$ cat config.mk
export PLATFORM = sky130hd
export DESIGN_NAME = qpb_ports
export DESIGN_NICKNAME = d
export VERILOG_FILES = /design/src/rtl/qpb_ports.v /design/src/rtl/qpb_qport.v
export VERILOG_INCLUDE_DIRS = /design/src /design/src/rtl
export SDC_FILE = /design/constraint.sdc
export NUM_CORES = 1
export LEC_CHECK = 0
export BUFFER_PORTS_ARGS = -buffer_cell sky130_fd_sc_hd__buf_2
export CAP_MARGIN = 20
export CORE_MARGIN = 2
export CORE_UTILIZATION = 51
export CTS_CLUSTER_SIZE = 24
export DETAILED_ROUTE_END_ITERATION = 6
export HOLD_SLACK_MARGIN = 0.03
export PLACE_DENSITY = 0.91
export SLEW_MARGIN = 10
export SYNTH_ARGS = -nofsm -noshare
export SYNTH_HDL_FRONTEND = slang
export SYNTH_HIERARCHICAL = 1
export SYNTH_SLANG_ARGS = --single-unit
export TNS_END_PERCENT = 1
$ cat constraint.sdc
create_clock -name clk -period 2.4 [get_ports clk]
set_input_delay 0.48 -clock clk [delete_from_list [all_inputs] [get_ports clk]]
set_output_delay 0.48 -clock clk [all_outputs]
set_load 0.02 [all_outputs]
$ cat src/rtl/qpb_regs.vh
`ifndef QPB_REGS_VH
`define QPB_REGS_VH
// ------------------------------------------------------------
// port latch reset value and bit positions of alternate pins
// ------------------------------------------------------------
`define QPB_LATCH_RST      8'hFF
`define QPB_BYTE_ZERO      8'h00
`define QPB_ONE_COUNT_BIT  0
`define QPB_ONE_CTRL_BIT   1
`define QPB_ONE_ACLK_BIT   2
`define QPB_ONE_CMP_LO_BIT 3
`define QPB_THREE_RX_BIT   0
`define QPB_THREE_TX_BIT   1
`define QPB_THREE_IRQA_BIT 2
`define QPB_THREE_IRQB_BIT 3
`define QPB_THREE_TMRA_BIT 4
`define QPB_THREE_TMRB_BIT 5
`define QPB_THREE_WSTB_BIT 6
`define QPB_THREE_RSTB_BIT 7
`define QPB_PROG_HI_BITS   6
`endif

$ cat src/rtl/qpb_ports.v
`timescale 1ns/1ps
`default_nettype none
`include "qpb_regs.vh"
// Function
// - port zero open-drain, floats where latch one
// - port zero multiplexes low address then data
// - port zero bus ones driven strongly
// - ports one to three quasi-bidirectional, weak pull
// - port two drives high address byte
// - port two address ones use strong pull
// - short pointer access keeps port two latch
// - port one bits 0-2 timer/array pins
// - port one bits 3-7 capture/compare pins
// - port three bits serial, irq, timer, strobes
// - programming: code byte in, verify out
// - ports four, five quasi-bidirectional
module qpb_ports #(
  parameter WIDTH = 8
) (
  input  wire             clk,
  input  wire             reset,
  // core side: latch writes, one strobe per port
  input  wire [5:0]       latch_wr,
  input  wire [WIDTH-1:0] latch_data,
  // external bus control from the core
  input  wire             bus_addr_phase,
  input  wire             bus_data_out,
  input  wire             bus_data_in,
  input  wire             bus_wide_ptr,
  input  wire [15:0]      bus_addr,
  input  wire [WIDTH-1:0] bus_wdata,
  // programming mode
  input  wire             prog_mode,
  input  wire             verify_mode,
  input  wire [WIDTH-1:0] verify_byte,
  // alternate outputs from peripherals (idle high)
  input  wire             timer_two_clk_out,
  input  wire [4:0]       cmp_out,
  input  wire             serial_tx,
  input  wire             write_strobe_n,
  input  wire             read_strobe_n,
  // pins
  input  wire [WIDTH-1:0] port_zero_in,
  input  wire [WIDTH-1:0] port_one_in,
  input  wire [WIDTH-1:0] port_two_in,
  input  wire [WIDTH-1:0] port_three_in,
  input  wire [WIDTH-1:0] port_four_in,
  input  wire [WIDTH-1:0] port_five_in,
  output reg  [WIDTH-1:0] port_zero_out,
  output reg  [WIDTH-1:0] port_zero_oe_n,
  output reg  [WIDTH-1:0] port_two_out,
  output reg  [WIDTH-1:0] port_two_strong_n,
  output wire [WIDTH-1:0] port_one_out,
  output wire [WIDTH-1:0] port_one_weak_n,
  output wire [WIDTH-1:0] port_two_weak_n,
  output wire [WIDTH-1:0] port_three_out,
  output wire [WIDTH-1:0] port_three_weak_n,
  output wire [WIDTH-1:0] port_four_out,
  output wire [WIDTH-1:0] port_four_weak_n,
  output wire [WIDTH-1:0] port_five_out,
  output wire [WIDTH-1:0] port_five_weak_n,
  // sampled pin levels back to the core
  output reg  [WIDTH-1:0] port_zero_value,
  output wire [WIDTH-1:0] port_one_value,
  output wire [WIDTH-1:0] port_two_value,
  output wire [WIDTH-1:0] port_three_value,
  output wire [WIDTH-1:0] port_four_value,
  output wire [WIDTH-1:0] port_five_value,
  // alternate inputs to peripherals
  output reg              timer_two_count_pin,
  output reg              timer_two_ext_ctrl_pin,
  output reg              array_ext_clock_pin,
  output reg  [4:0]       module_cmp_io_pin,
  output reg              serial_rx,
  output reg              ext_irq_zero_pin,
  output reg              ext_irq_one_pin,
  output reg              timer_zero_in_pin,
  output reg              timer_one_in_pin,
  // programming address and code byte
  output reg  [15:0]      prog_addr,
  output reg  [WIDTH-1:0] prog_byte
);
  // ------------------------------------------------------------
  // latches and alternate output merge
  // ------------------------------------------------------------
  reg  [WIDTH-1:0] latch_zero;     // port zero latch
  wire [WIDTH-1:0] two_weak_out;   // quasi drive from port two module
  wire [WIDTH-1:0] alt_one;        // port one alternate outputs
  wire [WIDTH-1:0] alt_three;      // port three alternate outputs
  wire [WIDTH-1:0] ones;           // no alternate use
  wire             bus_active;     // external bus cycle under way

  assign ones       = {WIDTH{1'b1}};
  assign bus_active = bus_addr_phase | bus_data_out | bus_data_in;
  // second timer clock out on bit 0, compare outputs on bits 3..7
  assign alt_one = {cmp_out, 2'b11, timer_two_clk_out};
  // serial out on bit 1, strobes on bits 6 and 7
  assign alt_three = {read_strobe_n, write_strobe_n, 4'hF, serial_tx, 1'b1};

  // port zero latch kept here since it is open-drain
  always @(posedge clk) begin
    if (reset) begin
      latch_zero <= `QPB_LATCH_RST;
    end else if (latch_wr[0]) begin
      latch_zero <= latch_data;
    end
  end

  // ------------------------------------------------------------
  // port zero drive
  // ------------------------------------------------------------
  // bus ones are driven actively; plain port ones float. during a read
  // data phase the bus is released so memory can drive it.
  always @(posedge clk) begin
    if (reset) begin
      port_zero_out   <= `QPB_LATCH_RST;
      port_zero_oe_n  <= `QPB_LATCH_RST;
      port_zero_value <= `QPB_LATCH_RST;
    end else begin
      port_zero_value <= port_zero_in;
      if (verify_mode) begin
        port_zero_out  <= verify_byte;
        port_zero_oe_n <= verify_byte;           // ones float, ext pull-ups
      end else if (prog_mode) begin
        port_zero_out  <= `QPB_LATCH_RST;        // programmer drives
        port_zero_oe_n <= `QPB_LATCH_RST;
      end else if (bus_addr_phase) begin
        port_zero_out  <= bus_addr[7:0];
        port_zero_oe_n <= `QPB_BYTE_ZERO;
      end else if (bus_data_out) begin
        port_zero_out  <= bus_wdata;
        port_zero_oe_n <= `QPB_BYTE_ZERO;
      end else if (bus_data_in) begin
        port_zero_out  <= `QPB_LATCH_RST;
        port_zero_oe_n <= `QPB_LATCH_RST;
      end else begin
        port_zero_out  <= latch_zero;
        port_zero_oe_n <= latch_zero;            // ones float, zeros pulled low
      end
    end
  end

  // ------------------------------------------------------------
  // port two address override with strong drive
  // ------------------------------------------------------------
  always @(posedge clk) begin
    if (reset) begin
      port_two_out      <= `QPB_LATCH_RST;
      port_two_strong_n <= `QPB_LATCH_RST;
    end else if (bus_active && bus_wide_ptr && !prog_mode) begin
      port_two_out      <= bus_addr[15:8];
      port_two_strong_n <= `QPB_BYTE_ZERO;
    end else begin
      port_two_out      <= two_weak_out;         // latch contents
      port_two_strong_n <= `QPB_LATCH_RST;
    end
  end

  // ------------------------------------------------------------
  // quasi ports
  // ------------------------------------------------------------
  qpb_qport #(.WIDTH(WIDTH)) u_one (
    .clk(clk), .reset(reset), .wr_en(latch_wr[1]), .wr_data(latch_data),
    .alt_out(alt_one), .pin_in(port_one_in), .latch(),
    .pin_out(port_one_out), .pull_weak_n(port_one_weak_n),
    .pin_value(port_one_value));
  qpb_qport #(.WIDTH(WIDTH)) u_two (
    .clk(clk), .reset(reset), .wr_en(latch_wr[2]), .wr_data(latch_data),
    .alt_out(ones), .pin_in(port_two_in), .latch(),
    .pin_out(two_weak_out), .pull_weak_n(port_two_weak_n),
    .pin_value(port_two_value));
  qpb_qport #(.WIDTH(WIDTH)) u_three (
    .clk(clk), .reset(reset), .wr_en(latch_wr[3]), .wr_data(latch_data),
    .alt_out(alt_three), .pin_in(port_three_in), .latch(),
    .pin_out(port_three_out), .pull_weak_n(port_three_weak_n),
    .pin_value(port_three_value));
  qpb_qport #(.WIDTH(WIDTH)) u_four (
    .clk(clk), .reset(reset), .wr_en(latch_wr[4]), .wr_data(latch_data),
    .alt_out(ones), .pin_in(port_four_in), .latch(),
    .pin_out(port_four_out), .pull_weak_n(port_four_weak_n),
    .pin_value(port_four_value));
  qpb_qport #(.WIDTH(WIDTH)) u_five (
    .clk(clk), .reset(reset), .wr_en(latch_wr[5]), .wr_data(latch_data),
    .alt_out(ones), .pin_in(port_five_in), .latch(),
    .pin_out(port_five_out), .pull_weak_n(port_five_weak_n),
    .pin_value(port_five_value));

  // ------------------------------------------------------------
  // alternate inputs and programming capture
  // ------------------------------------------------------------
  // pins registered once; the core treats them as synchronous
  always @(posedge clk) begin
    if (reset) begin
      timer_two_count_pin    <= 1'b1;
      timer_two_ext_ctrl_pin <= 1'b1;
      array_ext_clock_pin    <= 1'b1;
      module_cmp_io_pin      <= 5'h1F;
      serial_rx              <= 1'b1;
      ext_irq_zero_pin       <= 1'b1;
      ext_irq_one_pin        <= 1'b1;
      timer_zero_in_pin      <= 1'b1;
      timer_one_in_pin       <= 1'b1;
      prog_addr              <= 16'h0000;
      prog_byte              <= `QPB_BYTE_ZERO;
    end else begin
      timer_two_count_pin    <= port_one_in[`QPB_ONE_COUNT_BIT];
      timer_two_ext_ctrl_pin <= port_one_in[`QPB_ONE_CTRL_BIT];
      array_ext_clock_pin    <= port_one_in[`QPB_ONE_ACLK_BIT];
      module_cmp_io_pin      <= port_one_in[WIDTH-1:`QPB_ONE_CMP_LO_BIT];
      serial_rx              <= port_three_in[`QPB_THREE_RX_BIT];
      ext_irq_zero_pin       <= port_three_in[`QPB_THREE_IRQA_BIT];
      ext_irq_one_pin        <= port_three_in[`QPB_THREE_IRQB_BIT];
      timer_zero_in_pin      <= port_three_in[`QPB_THREE_TMRA_BIT];
      timer_one_in_pin       <= port_three_in[`QPB_THREE_TMRB_BIT];
      if (prog_mode || verify_mode) begin
        // address pieces come from the programmer
        prog_addr <= {port_three_in[`QPB_THREE_TMRB_BIT:`QPB_THREE_TMRA_BIT],
                      port_two_in[`QPB_PROG_HI_BITS-1:0], port_one_in};
        prog_byte <= port_zero_in;
      end
    end
  end
endmodule
`default_nettype wire

$ cat src/rtl/qpb_qport.v
`timescale 1ns/1ps
`default_nettype none
`include "qpb_regs.vh"
// ------------------------------------------------------------
// one quasi-bidirectional port: latch, drive and pin sample
// ------------------------------------------------------------
module qpb_qport #(
  parameter WIDTH = 8
) (
  input  wire             clk,
  input  wire             reset,
  input  wire             wr_en,
  input  wire [WIDTH-1:0] wr_data,
  input  wire [WIDTH-1:0] alt_out,
  input  wire [WIDTH-1:0] pin_in,
  output reg  [WIDTH-1:0] latch,
  output reg  [WIDTH-1:0] pin_out,
  output reg  [WIDTH-1:0] pull_weak_n,
  output reg  [WIDTH-1:0] pin_value
);
  // latch, then and with alternate output; a one leaves only the weak
  // pull-up on, so the pin reads as input (weak_n low = weak pull on)
  always @(posedge clk) begin
    if (reset) begin
      latch       <= `QPB_LATCH_RST;
      pin_out     <= `QPB_LATCH_RST;
      pull_weak_n <= {WIDTH{1'b0}};
      pin_value   <= `QPB_LATCH_RST;
    end else begin
      if (wr_en) begin
        latch <= wr_data;
      end
      pin_out     <= latch & alt_out;
      pull_weak_n <= ~(latch & alt_out);
      pin_value   <= pin_in;
    end
  end
endmodule
`default_nettype wire

Yosys cells after proc, flatten, opt, wreduce, memory -nomap -nowiden
Cells that the tools add are included.

Mux-type cells: 11. Bitwise operators: 9. Reduce and logical (&&, ||, !) cells: 4.

Operators by type and width (count): $mux W8 (11); $not A8 Y8 (5); $and A8 B8 Y8 (2); $logic_and A1 B1 Y1 (2); $or A1 B1 Y1 (2); $logic_not A1 Y1 (1); $logic_or A1 B1 Y1 (1).

Bits in registers: 245. Word-level logic and storage cells: 61.

Longest topological paths before layout
Gate-level depths: netlist of run 1.

Word-level depth: 5. Gate-level depth with buffers: 5. Gate-level depth less buffers: 3.

Modules after synthesis
The synthesis of run 1 kept the hierarchy.

By module, submodules not included: qpb_qport (instances 5, cells an instance 75, area each 908.4 um^2); qpb_ports (instances 1, cells an instance 289, area each 2802.7 um^2).

Worst setup path before layout of run 1
No wires, ideal clock.

Kind: in2reg. From: input port bus_addr_phase. To: register port_two_out[0]. Setup time: 0.114 ns. Arrival: 1.437 ns. Required time: 2.286 ns. Slack: 0.849 ns. Cell stages on the path: 5. Buffers on the path: 2. Path through: buf_6 -> or3_4 -> buf_6 -> a31o_1 -> a21o_1.

Word-level cells in the longest chain between the ends: 5.

RTL lines: start, declared (line qpb_ports.v:26) `input wire bus_addr_phase,`; $or A1 B1 Y1 (2 in series) (line qpb_ports.v:94) `assign bus_active = bus_addr_phase | bus_data_out | bus_data_in;`; $logic_and A1 B1 Y1 (2 in series) (line qpb_ports.v:150) `end else if (bus_active && bus_wide_ptr && !prog_mode) begin`; $mux W8 (line qpb_ports.v:150); end signal, assigned (line qpb_ports.v:148) `` port_two_out <= `QPB_LATCH_RST; ``; end signal, assigned (line qpb_ports.v:151) `port_two_out <= bus_addr[15:8];`; end signal, assigned (line qpb_ports.v:154) `port_two_out <= two_weak_out;`; end, declared (line qpb_ports.v:51) `output reg [WIDTH-1:0] port_two_out,`.

No other way between the ends. A chain may end at the register's enable or synchronous reset.

==> impl_results.md, run 1 <==
* Placed wire-length estimate at 13.1 mm
* Top-Level Pins at 300
* CTS-repair resized insts at 0
* Drt first pass iters at 4
* Max cap viols at 0
* Num rows at 43
* Congestion Overflow GR at 0
* CTS tree: done
* Post-layout power at 8.94 mW
* Reg2reg end: port_zero_out[5]
* Via density at 4.81
* Die Height at 124 um
* Post-synthesis cell area at 0.00734 sq mm
* Reg2reg start: latch_zero[5]
* Max FO, Critical Path at 8
* Wire per inst at 15.6 um
* Most common cell after layout, fill and taps aside: buf_2
* Hold EP: u_three/pin_value[1]
* CP top delay family: flip-flops
* Clk slew on worst S/H paths at 0.06 ns
* Synth Register Bits at 238
* Worst path bufs/invs at 1
* Setup violators final at 0
* Worst hold path type: input pin to flop
* Hold_sp: port_three_in[1]
* Met3 Routed Length at 1.25 mm
* Clock skew at 0.0191 ns
* Die width at 124 um
* Total CTS buffers at 23
* CP Capture Type: output port
* Routability congestion estimate from global placement at 0.772
* First-pass GRT wire length at 27.5 mm
* Placement-stage worst setup slack at 0.741 ns
* Final WS setup at 0.795 ns
* Area Growth Syn to Fin at 32.9%
* Initial Util at 52.5%
* Unique masters post-synth at 24
* Clock buffer depth at 3
* Ys Warns at 6
* Setup TNS at 0 ns
* Worst skew pair latency at 0.50 ns
* Crit Path Class: flop to output port
* CTS root buf: clkbuf_16
* Slew Limit Headroom at 60.5%
* Largest register FFs at 16
* Register with the most flip-flops: prog_addr
* Nets at 1090
* Worst-Margin Slew at 0.593 ns
* Worst R2R Setup Slack at 1.50 ns
* PwrDens at 916 mW/mm^2
* DR iter-0 viols at 296
* Startpoint types: flop
* Routed length on met2 at 9.62 mm
* Flip-flop and latch area at 0.00476 sq mm
* Max Fclk at 623 MHz
* Reg2reg path depth at 3
* Max IR drop VDD at 0.611 mV
* ANT nets after route at 0
* Seq/Total Area, Yosys at 64.9%
* DRC at 0
* Total die area at 0.0154 sq mm
* GRT Total Usage at 23.1%
* Mapped Cells at 664
* Via count at 5675
* RSZ-0062 raised after global routing: false
* Antenna violations before repair at 2
* Fin. Hold Viols at 0
* Critical Path, Cell by Cell: buf_2
* Worst EP required at 1.92 ns
* Worst hold slack at 0.154 ns
* Commonest cells after routing, fill and taps aside: 298 x buf_2, 238 x dfxtp_1, 64 x a21oi_1, 50 x nor2b_1, 48 x nand2_1
* Final core occ at 69.8%
* Hold path cells at 2
* Synth Area per Inst at 11.1 sq um
* Wirelength, routed at 18.4 mm
* Max layer used: met5
* Final worst path period need at 1.61 ns
* Vias in the first global route at 5584
* Pin count of the biggest net entering global routing at 87
* Ratio of cells with drive above 1 in the final layout at 42.6%
* Pleak at 4.54 nW
* Final Cycle Share at 66.9%
* # H-tree levels at 1
* Final Slew Violations at 0
* Multi-input gate area at 0.00228 sq mm
* Hold-fix buffers, CTS at 0
* Max stage delay on crit path at 0.42 ns
* WL met1 at 6.79 mm
* Setup bufs post-CTS at 0
* Filler cells at 1025
* CP max stage cell: dfxtp_1
* Critical Path AT at 1.13 ns
* PortBufs at 299
* Core area at 0.0140 sq mm
* Status: complete, no violations
* TritonCTS Sinks at 238
worst max path at each step:
stage                         startpoint              endpoint  slack (ns)  cells past startpoint
finish              port_two_strong_n[6]  port_two_strong_n[5]        0.79                      1
global route        port_two_strong_n[6]  port_two_strong_n[5]        0.69                      1
CTS                 port_two_strong_n[6]  port_two_strong_n[5]        0.76                      1
detailed placement             prog_mode  port_two_strong_n[6]        0.74                      4
global placement                   reset       port_two_out[3]        0.80                      4
floorplan                 bus_addr_phase       port_two_out[0]        0.85                      5
cells by family (layout without fill, tap and decap cells):
family                 Yosys count  in the layout  share of synthesized area [%]
flip-flops                     238            238                           64.9
AND/OR/NAND/NOR                181            181                           13.5
AO/OA/AOI/OAI                  160            160                           15.8
buffers and inverters           84            386                           5.71
other                            1             34                         0.0511
per-layer routing:
metal  up-vias  global-route usage [%]
met1      2605                    24.1
met5         -                       0
li1       2784                       -
met2       225                    43.5
met4         2                    10.5
met3        59                    5.36
report_power, final:
group / switching [mW] / internal [mW]
logic: 0.610 / 0.375
registers: 0.0849 / 4.21
clock network: 1.45 / 2.21
total: 2.14 / 6.80
cell type report:
class                      instances  share of cell area (%)
inverter                          40                    1.54
sequential                       238                    48.8
timing repair buffer             304                    15.9
clock inverter                    13                    1.50
clock buffer                      29                    6.54
antenna                            3                  0.0769
multi-input combinational        372                    23.3
tap                              180                    2.31
cells in the mapped netlist, drive strengths merged:
| cell | count | area (sq um) |
|---|---|---|
| a21oi | 64 | 320 |
| o22a | 8 | 70.1 |
| a31o | 8 | 70.1 |
| nand2b | 8 | 50.1 |
| or3 | 1 | 11.3 |
| nor2b | 50 | 313 |
| a21o | 16 | 120 |
| a221o | 8 | 90.1 |
| o21ai | 8 | 40.0 |
| inv | 40 | 150 |
| nor2 | 9 | 33.8 |
| nand2 | 49 | 186 |
| or2 | 64 | 400 |
| a211o | 48 | 452 |
| clkbuf | 13 | 48.8 |
| buf | 31 | 220 |
| conb | 1 | 3.75 |
| dfxtp | 238 | 4760 |
metrics by stage:
stage	cells	instance area, sq um
after global routing	1177	9760
after CTS	1176	9750
after global placement	1134	8970
after detailed placement	1134	8970
final	1179	9760
after floorplan	694	7460
Power figures use the tool's default switching activity.
==> run 2, diff against run 1 <==
- CORE_UTILIZATION: 51 -> 48
- PLACE_DENSITY: 0.91 -> 0.87
- clock period: 2.4 -> 1.6 ns (I/O delays scaled with it)
==> impl_results.md, run 2 (synthesis gave the netlist of run 1 again) <==
* Worst R2R Setup Slack at 0.65 ns (-0.85 ns)
* Pleak at 4.81 nW (+6.0%)
* Placement-stage worst setup slack at 0.127 ns (-0.614 ns)
* Final Slew Violations at 0 (unchanged)
* Pin count of the biggest net entering global routing at 70 (-20%)
* Critical Path AT at 1.19 ns (+0.06 ns)
* CTS tree: done
* Most common cell after layout, fill and taps aside: buf_2
* CP Capture Type: output port
* CP top delay family: flip-flops
* Routability congestion estimate from global placement at 0.878 (+14%)
* Vias in the first global route at 5853 (+4.8%)
* CTS-repair resized insts at 0 (unchanged)
* Ratio of cells with drive above 1 in the final layout at 40.8% (-1.8 points)
* Die Height at 128 um (+3.0%)
* Max cap viols at 0 (unchanged)
* RSZ-0062 raised after global routing: false
* Max FO, Critical Path at 8 (unchanged)
* Initial Util at 48.7% (-3.8 points)
* Clock skew at 0.00612 ns (-0.0130 ns)
* Worst skew pair latency at 0.50 ns (about the same)
* Nets at 1148 (+5.3%)
* Commonest cells after routing, fill and taps aside: 298 x buf_2, 238 x dfxtp_1, 64 x a21oi_1, 51 x dlygate4sd3_1, 50 x nor2b_1
* Worst-Margin Slew at 0.616 ns (+0.0229 ns)
* Antenna violations before repair at 0 (-2)
* Total CTS buffers at 24 (+4.3%)
* TritonCTS Sinks at 238 (unchanged)
* DR iter-0 viols at 293 (-1.0%)
* Worst hold path type: input pin to flop
* Drt first pass iters at 4 (unchanged)
* Critical Path, Cell by Cell: buf_2
* Top-Level Pins at 300 (unchanged)
* Crit Path Class: flop to output port
* DRC at 0 (unchanged)
* Total die area at 0.0163 sq mm (+6.0%)
* Via density at 4.76 (-1.1%)
* Wire per inst at 16.4 um (+4.5%)
* Die width at 128 um (+3.0%)
* Num rows at 45 (+4.7%)
* Fin. Hold Viols at 0 (unchanged)
* Final worst path period need at 1.51 ns
* Final Cycle Share at 94.2%
* Placed wire-length estimate at 13.1 mm (-0.22%)
* Congestion Overflow GR at 0 (unchanged)
* Core area at 0.0151 sq mm (+7.9%)
* Max stage delay on crit path at 0.45 ns (+0.03 ns)
* Status: complete, no violations
* First-pass GRT wire length at 30.2 mm (+9.8%)
* Worst path bufs/invs at 1 (unchanged)
* Wirelength, routed at 20.3 mm (+10%)
* Setup bufs post-CTS at 0 (unchanged)
* GRT Total Usage at 23.5% (+0.45 points)
* Clk slew on worst S/H paths at 0.06 ns (about the same)
* N_diodes at 0 (-3)
* Final core occ at 68.8% (-0.97 points)
* Clock buffer depth at 3 (unchanged)
* Area Growth Syn to Fin at 41.4%
* Setup TNS at 0 ns (unchanged)
* Worst EP required at 1.28 ns (-0.64 ns)
* Largest register FFs at 16 (unchanged)
* Register with the most flip-flops: prog_addr
* Max IR drop VDD at 1.26 mV (+110%)
* PortBufs at 299 (unchanged)
* Final WS setup at 0.0928 ns (-0.702 ns)
* CTS root buf: clkbuf_16
* # H-tree levels at 1 (unchanged)
* ANT nets after route at 0 (unchanged)
* Startpoint types: flop
* CP max stage cell: dfxtp_1
* Via count at 5910 (+4.1%)
* Setup violators final at 0 (unchanged)
* Max Fclk at 663 MHz
* PwrDens at 1330 mW/mm^2 (+45%)
* Slew Limit Headroom at 58.8% (-1.6 points)
[run 2: path summary, 6_finish.rpt]
check / cells past startpoint / endpoint / start
max: 1 / port_two_strong_n[0] / port_two_strong_n[6]
max reg2reg: 3 / port_zero_out[4] / latch_zero[4]
min: 2 / u_one/pin_value[2] / port_one_in[2]
min reg2reg: 1 / port_two_out[0] / u_two/pin_out[0]
[run 2: what timing repair did]
action,in CTS,in global routing
hold buffers,51,0
setup endpoints to repair,0,0
hold endpoints to repair,59,0
[run 2: worst register-to-register path, delay by kind of cell, from the launching register on]
| kind | cells | cell delay (ns) |
|---|---|---|
| compound gates | 2 | 0.41 |
| flops | 1 | 0.31 |
| simple gates | 1 | 0.12 |
[run 2: area by class of cell]
cell class	count	area, sq um
inverter	40	150
tap	188	235
timing repair buffer	361	2120
clock inverter	7	88.8
fill	1055	4710
sequential	238	4760
multi-input combinational	372	2280
clock buffer	36	747
[run 2: stage by stage]
step / hold WS [ns] / area [sq um] / std cells / total power, mW
after floorplan: 0.403 / 7460 / 694 / 7.45
after global placement: 0.408 / 9040 / 1148 / 8.01
after detailed placement: 0.413 / 9040 / 1148 / 8.06
after CTS: 0.0348 / 10400 / 1242 / 13.9
after global routing: 0.0317 / 10400 / 1242 / 14.3
final: 0.0489 / 10400 / 1242 / 13.8
[run 2: per-layer routing]
metal,up-vias,track usage (%),share of wire [%]
met1,2711,25.3,38
li1,2892,-,-
met2,258,44.4,51
met5,-,0,0
met3,49,5.84,6.7
met4,0,8.53,3.7
[run 2: where the power goes]
part / leakage [nW] / switching [mW] / internal [mW]
sequential: 1.99 / 0.133 / 6.32
combinational: 2.41 / 0.952 / 0.658
clock: 0.417 / 2.22 / 3.54
total: 4.81 / 3.31 / 10.5
